[src/verilog/adcrt_pkg.sv]
// Package with register map, field layout and trigger codes of the converter result/trigger block.
`default_nettype none
package adcrt_pkg;
  // ----------------------------------------------------------------
  // Register offsets (byte addresses, one aligned word each)
  // ----------------------------------------------------------------
  localparam logic [11:0] OFF_CONTROL_0 = 12'h000;
  localparam logic [11:0] OFF_CONTROL_1 = 12'h004;
  localparam logic [11:0] OFF_TRIGGER = 12'h008;
  localparam logic [11:0] OFF_RESULT_HIGH = 12'h00c;
  localparam logic [11:0] OFF_RESULT_LOW = 12'h010;
  localparam logic [11:0] OFF_ENGINE_RESULT = 12'h014;
  // ----------------------------------------------------------------
  // Field positions
  // ----------------------------------------------------------------
  localparam int CTL0_ON_BIT = 0;
  localparam int CTL0_GO_BIT = 1;
  localparam int CTL1_JUSTIFY_BIT = 7;
  localparam int RES_W = 10;
  localparam int TRIG_W = 5;
  localparam int TRIG_N = 18;
  localparam logic [7:0] CTL0_WMASK = 8'hff;
  localparam logic [7:0] CTL1_WMASK = 8'hf7;
  localparam logic [7:0] TRIG_WMASK = 8'h1f;
  localparam logic [7:0] CTL_RESET = 8'h00;
  localparam logic [TRIG_W-1:0] TRIG_NONE = 5'h00;
  // Conversion time in pclk cycles for the stand-in engine handshake.
  localparam logic [4:0] CONV_CYCLES = 5'h0b;

  // ----------------------------------------------------------------
  // Types
  // ----------------------------------------------------------------
  typedef struct packed {
    logic start;
    logic [5:0] channel_select;
  } adcrt_conv_req_t;

  typedef struct packed {
    logic done;
    logic [RES_W-1:0] conversion_result;
  } adcrt_conv_rsp_t;

  typedef enum logic [0:0] {
    JUSTIFY_LEFT,
    JUSTIFY_RIGHT
  } adcrt_justify_t;
endpackage : adcrt_pkg
`default_nettype wire

[src/verilog/adcrt_trigger.sv]
// Selects one auto-conversion trigger source and detects its rising edge.
`timescale 1ns/100ps
`default_nettype none
module adcrt_trigger (
  // Clock and reset
  input wire logic pclk,
  input wire logic presetn,
  // Sources and selection
  input wire logic [adcrt_pkg::TRIG_N-1:0] trigger_sources,
  input wire logic [adcrt_pkg::TRIG_W-1:0] auto_trigger_select,
  // Event
  output logic trigger_event
);
  import adcrt_pkg::*;

  logic [TRIG_N-1:0] src_q;
  logic [TRIG_N-1:0] rise;
  logic sel_rise;

  // Each source is a peripheral interrupt flag; its setting instant is the event.
  always_ff @(posedge pclk or negedge presetn) begin
    if (!presetn) begin
      src_q <= '0;
    end else begin
      src_q <= trigger_sources;
    end
  end

  genvar g;
  generate
    for (g = 0; g < TRIG_N; g++) begin : g_edge
      assign rise[g] = trigger_sources[g] && !src_q[g];
    end
  endgenerate

  // Code zero and codes above 18 select nothing; code n picks source n-1.
  always_comb begin
    sel_rise = 1'b0;
    if (auto_trigger_select != TRIG_NONE && auto_trigger_select <= TRIG_W'(TRIG_N)) begin
      sel_rise = rise[auto_trigger_select - TRIG_W'(1)];
    end
  end

  assign trigger_event = sel_rise;
endmodule // adcrt_trigger
`default_nettype wire

[src/verilog/adcrt_justify.sv]
// Formats a 10-bit result into high and low result bytes by justification.
`timescale 1ns/100ps
`default_nettype none
module adcrt_justify (
  // Inputs
  input wire logic [adcrt_pkg::RES_W-1:0] conversion_result,
  input wire logic result_justify_select,
  // Formatted bytes
  output logic [7:0] high_byte,
  output logic [7:0] low_byte
);
  import adcrt_pkg::*;

  always_comb begin
    if (result_justify_select == JUSTIFY_RIGHT) begin
      high_byte = {6'h00, conversion_result[9:8]};
      low_byte = conversion_result[7:0];
    end else begin
      high_byte = conversion_result[9:2];
      low_byte = {conversion_result[1:0], 6'h00};
    end
  end
endmodule // adcrt_justify
`default_nettype wire

[src/verilog/adcrt_regs.sv]
// APB register block for converter control, auto-trigger select and result bytes.
//
// Local design decisions: the APB slave port and the register offsets.
`timescale 1ns/100ps
`default_nettype none
module adcrt_regs (
  // Clock and reset
  input wire logic pclk,
  input wire logic presetn,
  // APB slave
  input wire logic psel,
  input wire logic penable,
  input wire logic pwrite,
  input wire logic [11:0] paddr,
  input wire logic [31:0] pwdata,
  input wire logic [3:0] pstrb,
  output logic [31:0] prdata,
  output logic pready,
  output logic pslverr,
  // Auto-conversion trigger sources (peripheral interrupt flags)
  input wire logic [adcrt_pkg::TRIG_N-1:0] trigger_sources,
  // Conversion engine
  output adcrt_pkg::adcrt_conv_req_t conv_req,
  input wire adcrt_pkg::adcrt_conv_rsp_t conv_rsp,
  // Control levels
  output logic converter_on,
  output logic [2:0] conversion_clock_select,
  output logic negative_reference_select,
  output logic [1:0] positive_reference_select
);
  import adcrt_pkg::*;

  // ----------------------------------------------------------------
  // Storage
  // ----------------------------------------------------------------
  logic [7:0] control_0_q;
  logic [7:0] control_1_q;
  logic [TRIG_W-1:0] trigger_q;
  logic [7:0] result_high_q;
  logic [7:0] result_low_q;
  logic [RES_W-1:0] last_result_q;
  logic busy_q;
  logic [31:0] prdata_q;
  logic trigger_event;
  logic [7:0] fmt_high;
  logic [7:0] fmt_low;
  logic wr_access;
  logic rd_access;
  logic addr_ok;

  function automatic logic decode_ok(input logic [11:0] a);
    decode_ok = (a == OFF_CONTROL_0) || (a == OFF_CONTROL_1) || (a == OFF_TRIGGER) ||
                (a == OFF_RESULT_HIGH) || (a == OFF_RESULT_LOW) || (a == OFF_ENGINE_RESULT);
  endfunction

  function automatic logic [7:0] merge(input logic [7:0] old, input logic [7:0] wmask);
    merge = (old & ~wmask) | (pwdata[7:0] & wmask);
  endfunction

  // ----------------------------------------------------------------
  // APB handshake
  // ----------------------------------------------------------------
  assign addr_ok = decode_ok(paddr);
  assign wr_access = psel && penable && pwrite && pstrb[0] && addr_ok;
  assign rd_access = psel && !penable && !pwrite;
  assign pready = 1'b1;
  assign pslverr = psel && penable && !addr_ok;

  // ----------------------------------------------------------------
  // Sub-blocks
  // ----------------------------------------------------------------
  adcrt_trigger u_trigger (
    .pclk(pclk),
    .presetn(presetn),
    .trigger_sources(trigger_sources),
    .auto_trigger_select(trigger_q),
    .trigger_event(trigger_event)
  );

  adcrt_justify u_justify (
    .conversion_result(conv_rsp.conversion_result),
    .result_justify_select(control_1_q[CTL1_JUSTIFY_BIT]),
    .high_byte(fmt_high),
    .low_byte(fmt_low)
  );

  // ----------------------------------------------------------------
  // Control register 0 with on bit and go/done flag
  // ----------------------------------------------------------------
  always_ff @(posedge pclk or negedge presetn) begin
    if (!presetn) begin
      control_0_q <= CTL_RESET;
    end else begin
      logic [7:0] nxt;
      nxt = control_0_q;
      if (wr_access && paddr == OFF_CONTROL_0) begin
        nxt = merge(control_0_q, CTL0_WMASK);
      end
      // Completion clears go; a trigger in the same cycle starts the next one.
      if (conv_rsp.done && busy_q) begin
        nxt[CTL0_GO_BIT] = 1'b0;
      end
      if (trigger_event && control_0_q[CTL0_ON_BIT]) begin
        nxt[CTL0_GO_BIT] = 1'b1;
      end
      control_0_q <= nxt;
    end
  end

  // A start pulse issues whenever go and on are set and no conversion is busy.
  always_ff @(posedge pclk or negedge presetn) begin
    if (!presetn) begin
      busy_q <= 1'b0;
    end else if (conv_req.start) begin
      busy_q <= 1'b1;
    end else if (conv_rsp.done) begin
      busy_q <= 1'b0;
    end
  end

  assign conv_req.start = control_0_q[CTL0_GO_BIT] && control_0_q[CTL0_ON_BIT] && !busy_q;
  assign conv_req.channel_select = control_0_q[7:2];

  // ----------------------------------------------------------------
  // Control register 1 and trigger select
  // ----------------------------------------------------------------
  always_ff @(posedge pclk or negedge presetn) begin
    if (!presetn) begin
      control_1_q <= CTL_RESET;
    end else if (wr_access && paddr == OFF_CONTROL_1) begin
      control_1_q <= merge(control_1_q, CTL1_WMASK);
    end
  end

  always_ff @(posedge pclk or negedge presetn) begin
    if (!presetn) begin
      trigger_q <= TRIG_NONE;
    end else if (wr_access && paddr == OFF_TRIGGER) begin
      trigger_q <= pwdata[TRIG_W-1:0];
    end
  end

  assign converter_on = control_0_q[CTL0_ON_BIT];
  assign conversion_clock_select = control_1_q[6:4];
  assign negative_reference_select = control_1_q[2];
  assign positive_reference_select = control_1_q[1:0];

  // ----------------------------------------------------------------
  // Result bytes: no reset, so contents survive every reset but power-up
  // ----------------------------------------------------------------
  always_ff @(posedge pclk) begin
    if (conv_rsp.done && busy_q) begin
      result_high_q <= fmt_high;
      result_low_q <= fmt_low;
      last_result_q <= conv_rsp.conversion_result;
    end else begin
      if (wr_access && paddr == OFF_RESULT_HIGH) begin
        result_high_q <= pwdata[7:0];
      end
      if (wr_access && paddr == OFF_RESULT_LOW) begin
        result_low_q <= pwdata[7:0];
      end
    end
  end

  // ----------------------------------------------------------------
  // Read data, captured in the setup phase
  // ----------------------------------------------------------------
  always_ff @(posedge pclk or negedge presetn) begin
    if (!presetn) begin
      prdata_q <= 32'h0000_0000;
    end else if (rd_access) begin
      case (paddr)
        OFF_CONTROL_0: prdata_q <= {24'h00_0000, control_0_q};
        OFF_CONTROL_1: prdata_q <= {24'h00_0000, control_1_q};
        OFF_TRIGGER: prdata_q <= {27'h000_0000, trigger_q};
        OFF_RESULT_HIGH: prdata_q <= {24'h00_0000, result_high_q};
        OFF_RESULT_LOW: prdata_q <= {24'h00_0000, result_low_q};
        OFF_ENGINE_RESULT: prdata_q <= {22'h00_0000, last_result_q};
        default: prdata_q <= 32'h0000_0000;
      endcase
    end
  end

  assign prdata = prdata_q;
endmodule // adcrt_regs
`default_nettype wire

[config.mk]
export PLATFORM = sky130hd
export DESIGN_NAME = adcrt_regs
export DESIGN_NICKNAME = d
export VERILOG_FILES = /design/src/verilog/adcrt_pkg.sv /design/src/verilog/adcrt_trigger.sv /design/src/verilog/adcrt_justify.sv /design/src/verilog/adcrt_regs.sv
export SDC_FILE = /design/constraint.sdc
export NUM_CORES = 1
export LEC_CHECK = 0
export BUFFER_PORTS_ARGS = -buffer_cell sky130_fd_sc_hd__buf_4
export CELL_PAD_IN_SITES_DETAIL_PLACEMENT = 0
export CELL_PAD_IN_SITES_GLOBAL_PLACEMENT = 1
export CORE_MARGIN = 8
export CORE_UTILIZATION = 30
export DETAILED_ROUTE_END_ITERATION = 7
export PLACE_DENSITY = 0.77
export SLEW_MARGIN = 20
export SYNTH_ARGS = -nofsm -noshare
export SYNTH_HDL_FRONTEND = slang
export SYNTH_SLANG_ARGS = --single-unit
[constraint.sdc]
create_clock -name pclk -period 2.8 [get_ports pclk]
set_input_delay 0.42 -clock pclk [delete_from_list [all_inputs] [get_ports pclk]]
set_output_delay 0.42 -clock pclk [all_outputs]
set_load 0.02 [all_outputs]
==> impl_results.md, run 1 <==
- Number of standard cells after synthesis: roughly 300
- Area of the placeable core: ~12000 µm²
- Share of the clock period used by the worst path after layout: about four fifths
- Cell area after technology mapping: 3640 µm²
- Cell Count Post-Placement: 504
- Count of unique library cells instantiated by Yosys: 49
- DR pass1 iterations: 6
- Post-route non-filler standard cell count: 520
- # H-tree levels: 3
- GRT Total Usage: between 10% and 20%
- Top-count cell post-synth: dfrtp_1
- Post-route cell area: 4580 µm²
- Post-layout power: 2.61 mW
- Tightest Hold Check Type: input port to asynchronous set/reset pin
- Total number of vias: 2432
- Setup repair after global routing missed its margin: no
- CTS Buf Count: 9
- Flip-flop and latch count after synthesis: 75
- Final routed DRC violation total: 0
- Critical path startpoint category: flop
- Die area: 15900 µm²
- Routed length per placed instance: 17.3 µm
- Final critical delay including setup and external delays: 2.24 ns
- Outcome: completed
- Final layout net count: 452
- Leak: 2.08 nW
- TritonCTS clock tree: built
- Cell with the largest stage delay on the worst path: dfrtp_1
- Setup slack at placement: 0.578 ns
- Count of final max-slew check failures: 0
- Part of the Yosys area used for sequential elements: between 50% and 60%
- Final Skew: ~0.0091 ns
- Total count of hold-check failures in the final report: 0
- Leftover overflow at the end of global routing: 0
- Antenna violations before repair: 0
- Filler cell count: 1170
- Top achievable clock speed: 446 MHz
- Maximum root-to-sink buffer count: 2
- Number of I/O port buffers: 79
- Worst Path Class, Setup: flop to flop
- Post-DRT Antenna Nets: 0
- Via density: 4.68
- VDD IR-drop max: between 0.3 and 0.4 mV
- Warning count from the yosys run: 0
- Number of buffers inserted to repair setup after CTS: 0
- Number of maximum-capacitance violations: 0
- Biggest cell delay along the critical path: 0.47 ns
- Tightest Pin Transition: 0.615 ns
- Clock root buffer: clkbuf_16
- Diode count: 0
- Dpl cell area: 4260 µm²
- Largest net degree at the start of global routing: 50
- Initial DRC Count: 86
- Critical Path Fanout Max: 8
- Setup crit end kind: flop
- Final worst setup slack: 0.559 ns
- Hold slack final: roughly 0.11 ns
- Data required time of the critical path: 3.01 ns
- Post-CTS clock slew at the launch and capture registers of the worst setup and hold paths: 0.06 ns
- Proportion of layout cells with a drive suffix above 1: 32.2%
- Top_reg_cell synth: dfrtp_1
- Post-CTS Hold Fix Bufs: 0
- Final-layout setup total negative slack: 0 ns
- Largest area contributor in the netlist: dfrtp_1
- Via count of the first global-routing pass: 2657
- Die outline width: 126 µm
- Effective utilization at floorplan: 30.6%
- Post-Synthesis Mean Instance Area: 12.4 µm²
- Sum of routed wire length over all layers: around 9000 µm
- Final GP Congestion: 0.807
- Proportion of synthesized flip-flops having asynchronous set or reset: about two thirds
- I/O pin count: 130
- Number of endpoints failing setup at the final stage: 0
- Final HPWL from detailed placement: 7080 µm
- Area share of the leading cell type in the synthesized netlist: 33.7%
- Layout Area Growth over Synthesis: 25.8%
- Dominant cells by area after synthesis: dfrtp_1, edfxtp_1, buf_4
- Insertion delay of the later-clocked pin in the worst-skew pair: 0.33 ns
- Number of standard-cell rows in the floorplan: 40
- Sinks on the clock net: 75
- PD cells: 569 nW/µm²
- Final standard cell utilization of the core: between 30% and 40%
- Tightest slew margin relative to the limit: 59.0%
- Number of enable flip-flop cells after synthesis: 26
- PostCTS Resize Cnt: 0
- Cells along the critical path: inv_1 -> ha_1 -> xor2_1 -> a2111oi_0 -> a2111oi_1 -> a32oi_1 -> o32ai_1
- Arr. time, crit path: 2.45 ns
- Die height: 126 µm
- Top cells by count, synth: dfrtp_1, buf_4, edfxtp_1
- First-pass GRT wire length: 14400 µm
[routing by layer]
metal  up-vias  global-route usage [%]  share of wire (%)
li1       1173                       -                  -
met1      1175                    14.9                 46
met2        76                    17.6                 46
met3         8                    4.22                6.1
met4         0                    3.68                1.3
met5         -                       0                  0
[flip-flops by register name, summed over array words and instances, names as in the netlist]
register and cells:
trigger_q 5, u_trigger.src_q 18, control_0_q 8, result_high_q 8
busy_q 1, result_low_q 8, control_1_q 7, last_result_q 10
prdata 10
[power by group]
| part | internal, mW | leakage, nW | total, mW | switching (mW) |
|---|---|---|---|---|
| registers | 1.16 | 0.868 | 1.17 | 0.00859 |
| clock network | 0.805 | 0.157 | 1.22 | 0.419 |
| logic | 0.0931 | 1.05 | 0.215 | 0.122 |
[path summary, 6_finish.rpt]
check / cells past startpoint / slack (ns) / from / end
min in group pclk: 1 / 0.21 / trigger_sources[2] / u_trigger.src_q[2]$_DFF_PN0_
hold reg to reg: 2 / 0.49 / prdata[3]$_DFFE_PN0P_ / prdata[3]$_DFFE_PN0P_
setup reg to reg: 7 / 0.56 / trigger_q[0]$_DFFE_PN0P_ / control_0_q[1]$_DFFE_PN0P_
max in group asynchronous: 1 / 2.28 / presetn / u_trigger.src_q[17]$_DFF_PN0_
setup / recovery: 7 / 0.56 / trigger_q[0]$_DFFE_PN0P_ / control_0_q[1]$_DFFE_PN0P_
hold / removal: 1 / 0.11 / presetn / control_1_q[1]$_DFFE_PN0P_
[layout make-up]
type | instances | area, µm² | share of cell area [%]
sequential | 75 | 2010 | 43.8
tap | 147 | 184 | 4.02
timing repair buffer | 86 | 646 | 14.1
inverter | 6 | 22.5 | 0.492
multi-input combinational | 190 | 1400 | 30.6
clock inverter | 4 | 73.8 | 1.61
clock buffer | 12 | 246 | 5.38
[cells in the final DEF (no fill, tap or decap), types with 2 or more instances in the layout]
master     netlist  layout
clkbuf_1         8       2
nor3b_1          4       4
bufinv_16        0       2
nand4_1          2       2
edfxtp_1        26      26
and2_1           2       2
o21ai_0         15      15
clkbuf_16        0       9
a221oi_1         4       4
and3_1           2       2
conb_1           2      23
nor2_1          17      17
nand3_1          4       4
nor3_1           2       2
buf_4           29      86
inv_1            6       6
xnor2_1          2       2
and3b_1          5       5
mux2i_1          7       7
o32ai_1          2       2
a21oi_1          3       3
mux2_4           5       5
mux4_2           7       7
mux2_2           4       4
o21ai_1          5       5
nand2b_1         3       3
a22o_1           8       8
ha_1             2       2
mux2_1          13      13
dfrtp_1         49      49
nor4_1           2       2
a32oi_1          6       6
nand2_1         25      25
[kinds of logic (layout without fill, tap and decap cells)]
logic type / count (synthesis) / after routing / synth area share [%]
compound gates: 49 / 49 / 9.32
xor+xnor: 3 / 3 / 0.722
fa+ha+maj: 2 / 2 / 0.687
buf+inv: 50 / 108 / 8.56
flops: 75 / 75 / 55.1
mux: 36 / 36 / 13.6
other cells: 2 / 23 / 0.206
simple gates: 77 / 77 / 11.8
[critical path, delay by kind of cell, from the launching register on]
family,cells,cell delay [ns]
xor+xnor,1,0.28
buf+inv,1,0.15
compound gates,4,0.96
fa+ha+maj,1,0.27
flops,1,0.47
Note: power is estimated with default switching activity, not from simulation.
==> run 2, diff against run 1 <==
Clock period 2.8 ns to 2.1 ns, I/O delays scaled along.
==> run 2 against run 1 <==
Design area rose by 0.60%. Routed wire length rose by 1.3%. Combinational power rose by 34%. Via count rose by 2.9%. Non-clock buffer count rose by 3. Worst setup slack got worse by 0.41 ns. Register-to-register slack got worse by 0.41 ns. Critical path type unchanged. Critical endpoint unchanged. Largest power group unchanged.
==> impl_results.md, run 2 (same netlist as run 1, synthesis figures left out) <==
- Outcome: completed (unchanged)
- Post-CTS clock slew at the launch and capture registers of the worst setup and hold paths: 0.05 ns (was 0.06 ns)
- Post-layout power: 3.43 mW (was 2.61 mW)
- Layout Area Growth over Synthesis: 26.6% (was 25.8%)
- CTS Buf Count: 9 (unchanged)
- TritonCTS clock tree: built (unchanged)
- Total number of vias: 2502 (was 2432)
- Number of maximum-capacitance violations: 0 (unchanged)
- # H-tree levels: 3 (unchanged)
- Initial DRC Count: 77 (was 86)
- Via density: 4.79 (was 4.68)
- Max reg flops: 18 (unchanged)
- Met2 wirelength from detailed routing: 4170 µm (about the same)
- Diode count: 0 (unchanged)
- Cell Count Post-Placement: 507 (was 504)
- Effective utilization at floorplan: 30.6% (unchanged)
- Critical path startpoint category: flop (unchanged)
- DR pass1 iterations: 4 (was 6)
- Setup slack of the worst register-to-register path: 0.15 ns (was 0.56 ns)
- Sum of routed wire length over all layers: 9110 µm (was 8990 µm)
- Commonest cells after routing, fill and taps aside: buf_4, dfrtp_1, edfxtp_1 (unchanged)
- Post-route non-filler standard cell count: 522 (was 520)
- Tightest slew margin relative to the limit: 56.2% (was 59.0%)
- Post-DRT Antenna Nets: 0 (unchanged)
- Top achievable clock speed: 512 MHz (was 446 MHz)
- Maximum root-to-sink buffer count: 2 (unchanged)
- Final worst setup slack: 0.145 ns (was 0.559 ns)
- Uppermost metal layer occupied by signal nets: met4 (unchanged)
- First-pass GRT wire length: 14500 µm (was 14400 µm)
- Data required time of the critical path: 2.33 ns (was 3.01 ns)
- Die area: 15900 µm² (unchanged)
- Number of endpoints failing setup at the final stage: 0 (unchanged)
- Number of I/O port buffers: 79 (unchanged)
- Source of the critical timing path: trigger_q[0]$_DFFE_PN0P_ (unchanged)
- Leak: 2.09 nW (was 2.08 nW)
- Final standard cell utilization of the core: 38.7% (was 38.4%)
- Tightest Hold Check Type: input port to asynchronous set/reset pin (unchanged)
- Share of the clock period used by the worst path after layout: 93.1% (was 80.0%)
- Die height: 126 µm (unchanged)
- Number of standard-cell rows in the floorplan: 40 (unchanged)
- Final critical delay including setup and external delays: 1.95 ns (was 2.24 ns)
- Number of cells on the worst reg-to-reg path: 6 (was 7)
- Routed length per placed instance: 17.5 µm (was 17.3 µm)
- Worst Path Class, Setup: flop to flop (unchanged)
- Critical Path Fanout Max: 10 (was 8)
- Largest net degree at the start of global routing: 50 (unchanged)
- Commonest non-fill, non-tap cell in the layout: buf_4 (unchanged)
- Leftover overflow at the end of global routing: 0 (unchanged)
- Die outline width: 126 µm (unchanged)
- Met1 WL: 4270 µm (was 4150 µm)
- Reg-to-reg critical path endpoint: control_0_q[1]$_DFFE_PN0P_ (unchanged)
- VDD IR-drop max: 0.370 mV (was 0.305 mV)
- GRT Total Usage: 11.7% (was 11.6%)
- Final routed DRC violation total: 0 (unchanged)
- Via count of the first global-routing pass: 2637 (was 2657)
- Last element of the critical path: control_0_q[1]$_DFFE_PN0P_ (unchanged)
- Arr. time, crit path: 2.18 ns (was 2.45 ns)
- Cells along the critical path: buf_4 -> or3b_1 -> and4_1 -> a2111oi_2 -> a32oi_1 -> o32ai_1 (was inv_1 -> ha_1 -> xor2_1 -> a2111oi_0 -> a2111oi_1 -> a32oi_1 -> o32ai_1)
- Met3 Wirelength: 498 µm (was 550 µm)
- Count of final max-slew check failures: 0 (unchanged)
- Tightest Pin Transition: 0.658 ns (was 0.615 ns)
- Antenna violations before repair: 0 (unchanged)
- Final GP Congestion: 0.797 (was 0.807)
- Setup slack at placement: 0.159 ns (was 0.578 ns)
- Biggest cell delay along the critical path: 0.39 ns (was 0.47 ns)
- Final layout net count: 455 (was 452)
- Proportion of layout cells with a drive suffix above 1: 32.5% (was 32.2%)
- Sinks on the clock net: 75 (unchanged)
- Setup crit end kind: flop (unchanged)
- PD cells: 743 nW/µm² (was 569 nW/µm²)
- Insertion delay of the later-clocked pin in the worst-skew pair: 0.33 ns (about the same)
- Clock root buffer: clkbuf_16 (unchanged)
- Largest register by flop count: u_trigger.src_q (unchanged)
- Cell with the largest stage delay on the worst path: dfrtp_1 (unchanged)
- Reg2reg start: trigger_q[0]$_DFFE_PN0P_ (unchanged)
- Final Skew: 0.00538 ns (was 0.00915 ns)
- Total count of hold-check failures in the final report: 0 (unchanged)
- I/O pin count: 130 (unchanged)
- Final HPWL from detailed placement: 7050 µm (was 7080 µm)
- Area of the placeable core: 11900 µm² (unchanged)
- Number of buffers inserted to repair setup after CTS: 0 (unchanged)
## run 2: layout make-up
cell class	count	area (µm²)
clock buffers	12	236
multi-input cells	190	1410
well taps	147	184
repair buffers	89	681
flip-flops and latches	75	2010
fillers	1156	7300
inverters	6	22.5
clock inverters	3	63.8
## run 2: where the power goes
group          switching [mW]  leakage, nW  internal (mW)  total, mW
combinational           0.165         1.08          0.125      0.289
sequential             0.0116        0.868           1.55       1.56
clock                   0.548        0.144           1.03       1.58
total                   0.725         2.09           2.70       3.43
## run 2: timing repair
action                                  4_1_cts  5_1_grt
resized for setup                             0        2
endpoints found under the setup margin        0        1
hold buffers                                  0        0
## run 2: worst min path at each step
stage                                          endpoint  slack [ns]  cells after the start
after global placement       control_0_q[4]$_DFFE_PN0P_        0.38                      1
after CTS                    control_0_q[3]$_DFFE_PN0P_        0.03                      1
final                     u_trigger.src_q[16]$_DFF_PN0_        0.02                      1
after floorplan                      busy_q$_DFFE_PN0P_        0.02                      0
after global routing      u_trigger.src_q[16]$_DFF_PN0_        0.06                      1
after detailed placement     control_0_q[4]$_DFFE_PN0P_        0.39                      1
## run 2: layer usage
layer  vias to the layer above  track usage (%)
met5                         -                0
met4                         0             4.32
met3                        14             3.76
met2                        73             17.3
met1                      1232             15.6
li1                       1183                -
## run 2: worst max-delay path: cells and delay by family, from the launching register on
| family | cells | cell delay, ns |
|---|---|---|
| buffers and inverters | 1 | 0.18 |
| AO/OA/AOI/OAI | 3 | 0.70 |
| flip-flops | 1 | 0.39 |
| AND/OR/NAND/NOR | 2 | 0.57 |
## run 2: per-stage QoR
| step | TNS [ns] | instance area, µm² | hold slack (ns) |
|---|---|---|---|
| CTS | 0 | 4590 | 0.0305 |
| global placement | 0 | 4290 | 0.381 |
| floorplan | 0 | 3720 | 0.0194 |
| detailed placement | 0 | 4290 | 0.390 |
| global route | -0.0359 | 4610 | 0.0597 |
| finish | 0 | 4610 | 0.0199 |
==> run 3, diff against run 2 <==
Settings changed: CORE_UTILIZATION 30 to 38, PLACE_DENSITY 0.77 to 0.91.
==> run 3 against run 2 <==
Sequential power about the same. Highest routed layer unchanged. Power down 12%. Sequential share of layout area up 0.84 points.
==> impl_results.md, run 3 (same netlist as run 1, synthesis figures left out) <==
- DR pass1 iterations: 4 (unchanged)
- Initial DRC Count: 65 (was 77)
- Leak: 2.08 nW (was 2.09 nW)
- Via density: 5.04 (was 4.79)
- Layout Area Growth over Synthesis: 24.2% (was 26.6%)
- Cell with the largest stage delay on the worst path: dfrtp_1 (unchanged)
- Effective utilization at floorplan: 39.2% (was 30.6%)
- Worst Path Class, Setup: flop to flop (unchanged)
- Cells along the critical path: inv_1 -> ha_1 -> xor2_2 -> a2111oi_0 -> a2111oi_1 -> a32oi_1 -> o32ai_1 (was buf_4 -> or3b_1 -> and4_1 -> a2111oi_2 -> a32oi_1 -> o32ai_1)
- Final standard cell utilization of the core: 48.7% (was 38.7%)
- TritonCTS clock tree: built (unchanged)
- Total number of vias: 2566 (was 2502)
- Sw Ratio: 23.1% (was 21.2%)
- Final-layout setup total negative slack: 0 ns (unchanged)
- Die outline width: 114 µm (was 126 µm)
- Routed length per placed instance: 17.9 µm (was 17.5 µm)
- Design internal power: 2.32 mW (was 2.70 mW)
- Die area: 13000 µm² (was 15900 µm²)
- Final HPWL from detailed placement: 7010 µm (was 7050 µm)
- GRT Total Usage: 14.1% (was 11.7%)
- Number of endpoints failing setup at the final stage: 0 (unchanged)
- Leftover overflow at the end of global routing: 0 (unchanged)
- Net switching power figure: 0.697 mW (was 0.725 mW)
- Tightest Hold Check Type: input port to flop (was input port to asynchronous set/reset pin)
- Area of the placeable core: 9280 µm² (was 11900 µm²)
- # H-tree levels: 3 (unchanged)
- Number of buffers inserted to repair setup after CTS: 0 (unchanged)
- Post-route non-filler standard cell count: 509 (was 522)
- Setup repair after global routing missed its margin: no
- Dpl cell area: 4280 µm² (was 4290 µm²)
- I/O pin count: 130 (unchanged)
- Power share of the combinational group: 9.5% (was 8.4%)
- Tightest slew margin relative to the limit: 56.5% (was 56.2%)
- Final routed DRC violation total: 0 (unchanged)
- Final GP Congestion: 0.803 (was 0.797)
- Via count of the first global-routing pass: 2770 (was 2637)
- Post-CTS clock slew at the launch and capture registers of the worst setup and hold paths: 0.08 ns (was 0.05 ns)
- Max reg flops: 18 (unchanged)
- Clock root buffer: clkbuf_8 (was clkbuf_16)
- Post-route cell area: 4520 µm² (was 4610 µm²)
- Tightest Pin Transition: 0.652 ns (was 0.658 ns)
- Sum of routed wire length over all layers: 9110 µm (unchanged)
- Sequential share of power: 51.6% (was 45.5%)
- Top achievable clock speed: 513 MHz (was 512 MHz)
- Insertion delay of the later-clocked pin in the worst-skew pair: 0.35 ns (was 0.33 ns)
- Commonest cells after routing, fill and taps aside: buf_4, dfrtp_1, edfxtp_1 (unchanged)
- Critical path startpoint category: flop (unchanged)
- PD cells: 667 nW/µm² (was 743 nW/µm²)
- VDD IR-drop max: 0.374 mV (was 0.370 mV)
- Largest net degree at the start of global routing: 50 (unchanged)
- Setup crit end kind: flop (unchanged)
- Critical Path Fanout Max: 4 (was 10)
- Commonest non-fill, non-tap cell in the layout: buf_4 (unchanged)
- Antenna violations before repair: 0 (unchanged)
- Die height: 114 µm (was 126 µm)
- Diode count: 0 (unchanged)
- Arr. time, crit path: 2.20 ns (was 2.18 ns)
- Number of maximum-capacitance violations: 0 (unchanged)
- Proportion of layout cells with a drive suffix above 1: 33.9% (was 32.5%)
- Final Skew: 0.0119 ns (was 0.00538 ns)
- Biggest cell delay along the critical path: 0.42 ns (was 0.39 ns)
- Total count of hold-check failures in the final report: 0 (unchanged)
- CTS Buf Count: 9 (unchanged)
- Final critical delay including setup and external delays: 1.95 ns (about the same)
- Clk network pwr share: 38.9% (was 46.1%)
- Share of the clock period used by the worst path after layout: 92.8% (was 93.1%)
- Count of final max-slew check failures: 0 (unchanged)
- Maximum root-to-sink buffer count: 2 (unchanged)
- Sinks on the clock net: 75 (unchanged)
- Cell Count Post-Placement: 492 (was 507)
- Final layout net count: 459 (was 455)
- Number of I/O port buffers: 79 (unchanged)
- Data required time of the critical path: 2.35 ns (was 2.33 ns)
- Outcome: completed (unchanged)
- Number of standard-cell rows in the floorplan: 35 (was 40)
- First-pass GRT wire length: 14200 µm (was 14500 µm)
- Post-DRT Antenna Nets: 0 (unchanged)
- Largest register by flop count: u_trigger.src_q (unchanged)
==> run 3: cell count changes in the layout (fill, tap and decap cells not counted), sizes merged <==
cell         previous run  this run
clkinv                  1         2
bufinv                  2         1
inv                     6         7
dlygate4sd3             0         1
buf                    89        92
==> run 3: per-layer routing <==
metal | vias to the layer above | part of all wire [%] | global-route usage, %
met2 | 80 | 47 | 22.4
met4 | 0 | 1.3 | 5.06
met1 | 1285 | 44 | 17.5
met3 | 12 | 7.6 | 4.65
met5 | - | 0 | 0
li1 | 1189 | - | -
==> run 3: area by class of cell <==
cell class	instances	area, µm²
timing repair buffer	93	701
tap	129	161
multi-input combinational	190	1420
clock inverter	4	46.3
inverter	6	22.5
sequential	75	2010
fill	840	4760
clock buffer	12	166
==> run 3: repair_timing <==
item | in CTS | in global routing
resized for setup | 0 | 2
endpoints found under the setup margin | 0 | 1
hold endpoints to repair | 18 | 0
hold buffers | 1 | 0
==> run 3: worst paths after layout <==
| kind | startpoint | endpoint | slack [ns] | depth (start not counted) |
|---|---|---|---|---|
| worst max register to register | trigger_q[1]$_DFFE_PN0P_ | control_0_q[1]$_DFFE_PN0P_ | 0.15 | 7 |
| worst min-delay path | trigger_sources[13] | u_trigger.src_q[13]$_DFF_PN0_ | 0.07 | 1 |
| min in group asynchronous | presetn | u_trigger.src_q[3]$_DFF_PN0_ | 0.53 | 2 |
| worst min register to register | prdata[6]$_DFFE_PN0P_ | prdata[6]$_DFFE_PN0P_ | 0.51 | 2 |
| max in group asynchronous | presetn | control_1_q[4]$_DFFE_PN0P_ | 1.13 | 2 |
| worst max-delay path | trigger_q[1]$_DFFE_PN0P_ | control_0_q[1]$_DFFE_PN0P_ | 0.15 | 7 |
==> run 3: power groups by stage <==
stage,clock (mW),combinational (mW),sequential (mW)
2_1_floorplan,0,0.147,1.60
3_3_place_gp,0,0.282,1.58
3_5_place_dp,0,0.287,1.59
4_1_cts,1.20,0.289,1.56
5_1_grt,1.26,0.312,1.56
6_report,1.17,0.287,1.56
==> run 3: per-stage QoR <==
stage                     power (mW)  setup WS (ns)  hold slack (ns)
after CTS                       3.05          0.124           0.0481
final                           3.02          0.152           0.0660
after detailed placement        1.87         0.0649            0.389
after global routing            3.13        0.00135           0.0506
after global placement          1.87          0.136            0.375
after floorplan                 1.74         0.0743           0.0194
==> run 3: worst max-delay path: cells and delay by family, from the launching register on <==
family	cells	cell delay [ns]
DFF	1	0.42
adders and majority gates	1	0.28
buffers and inverters	1	0.11
xor gates and xnor gates	1	0.20
AOI/OAI and AO/OA	4	0.85
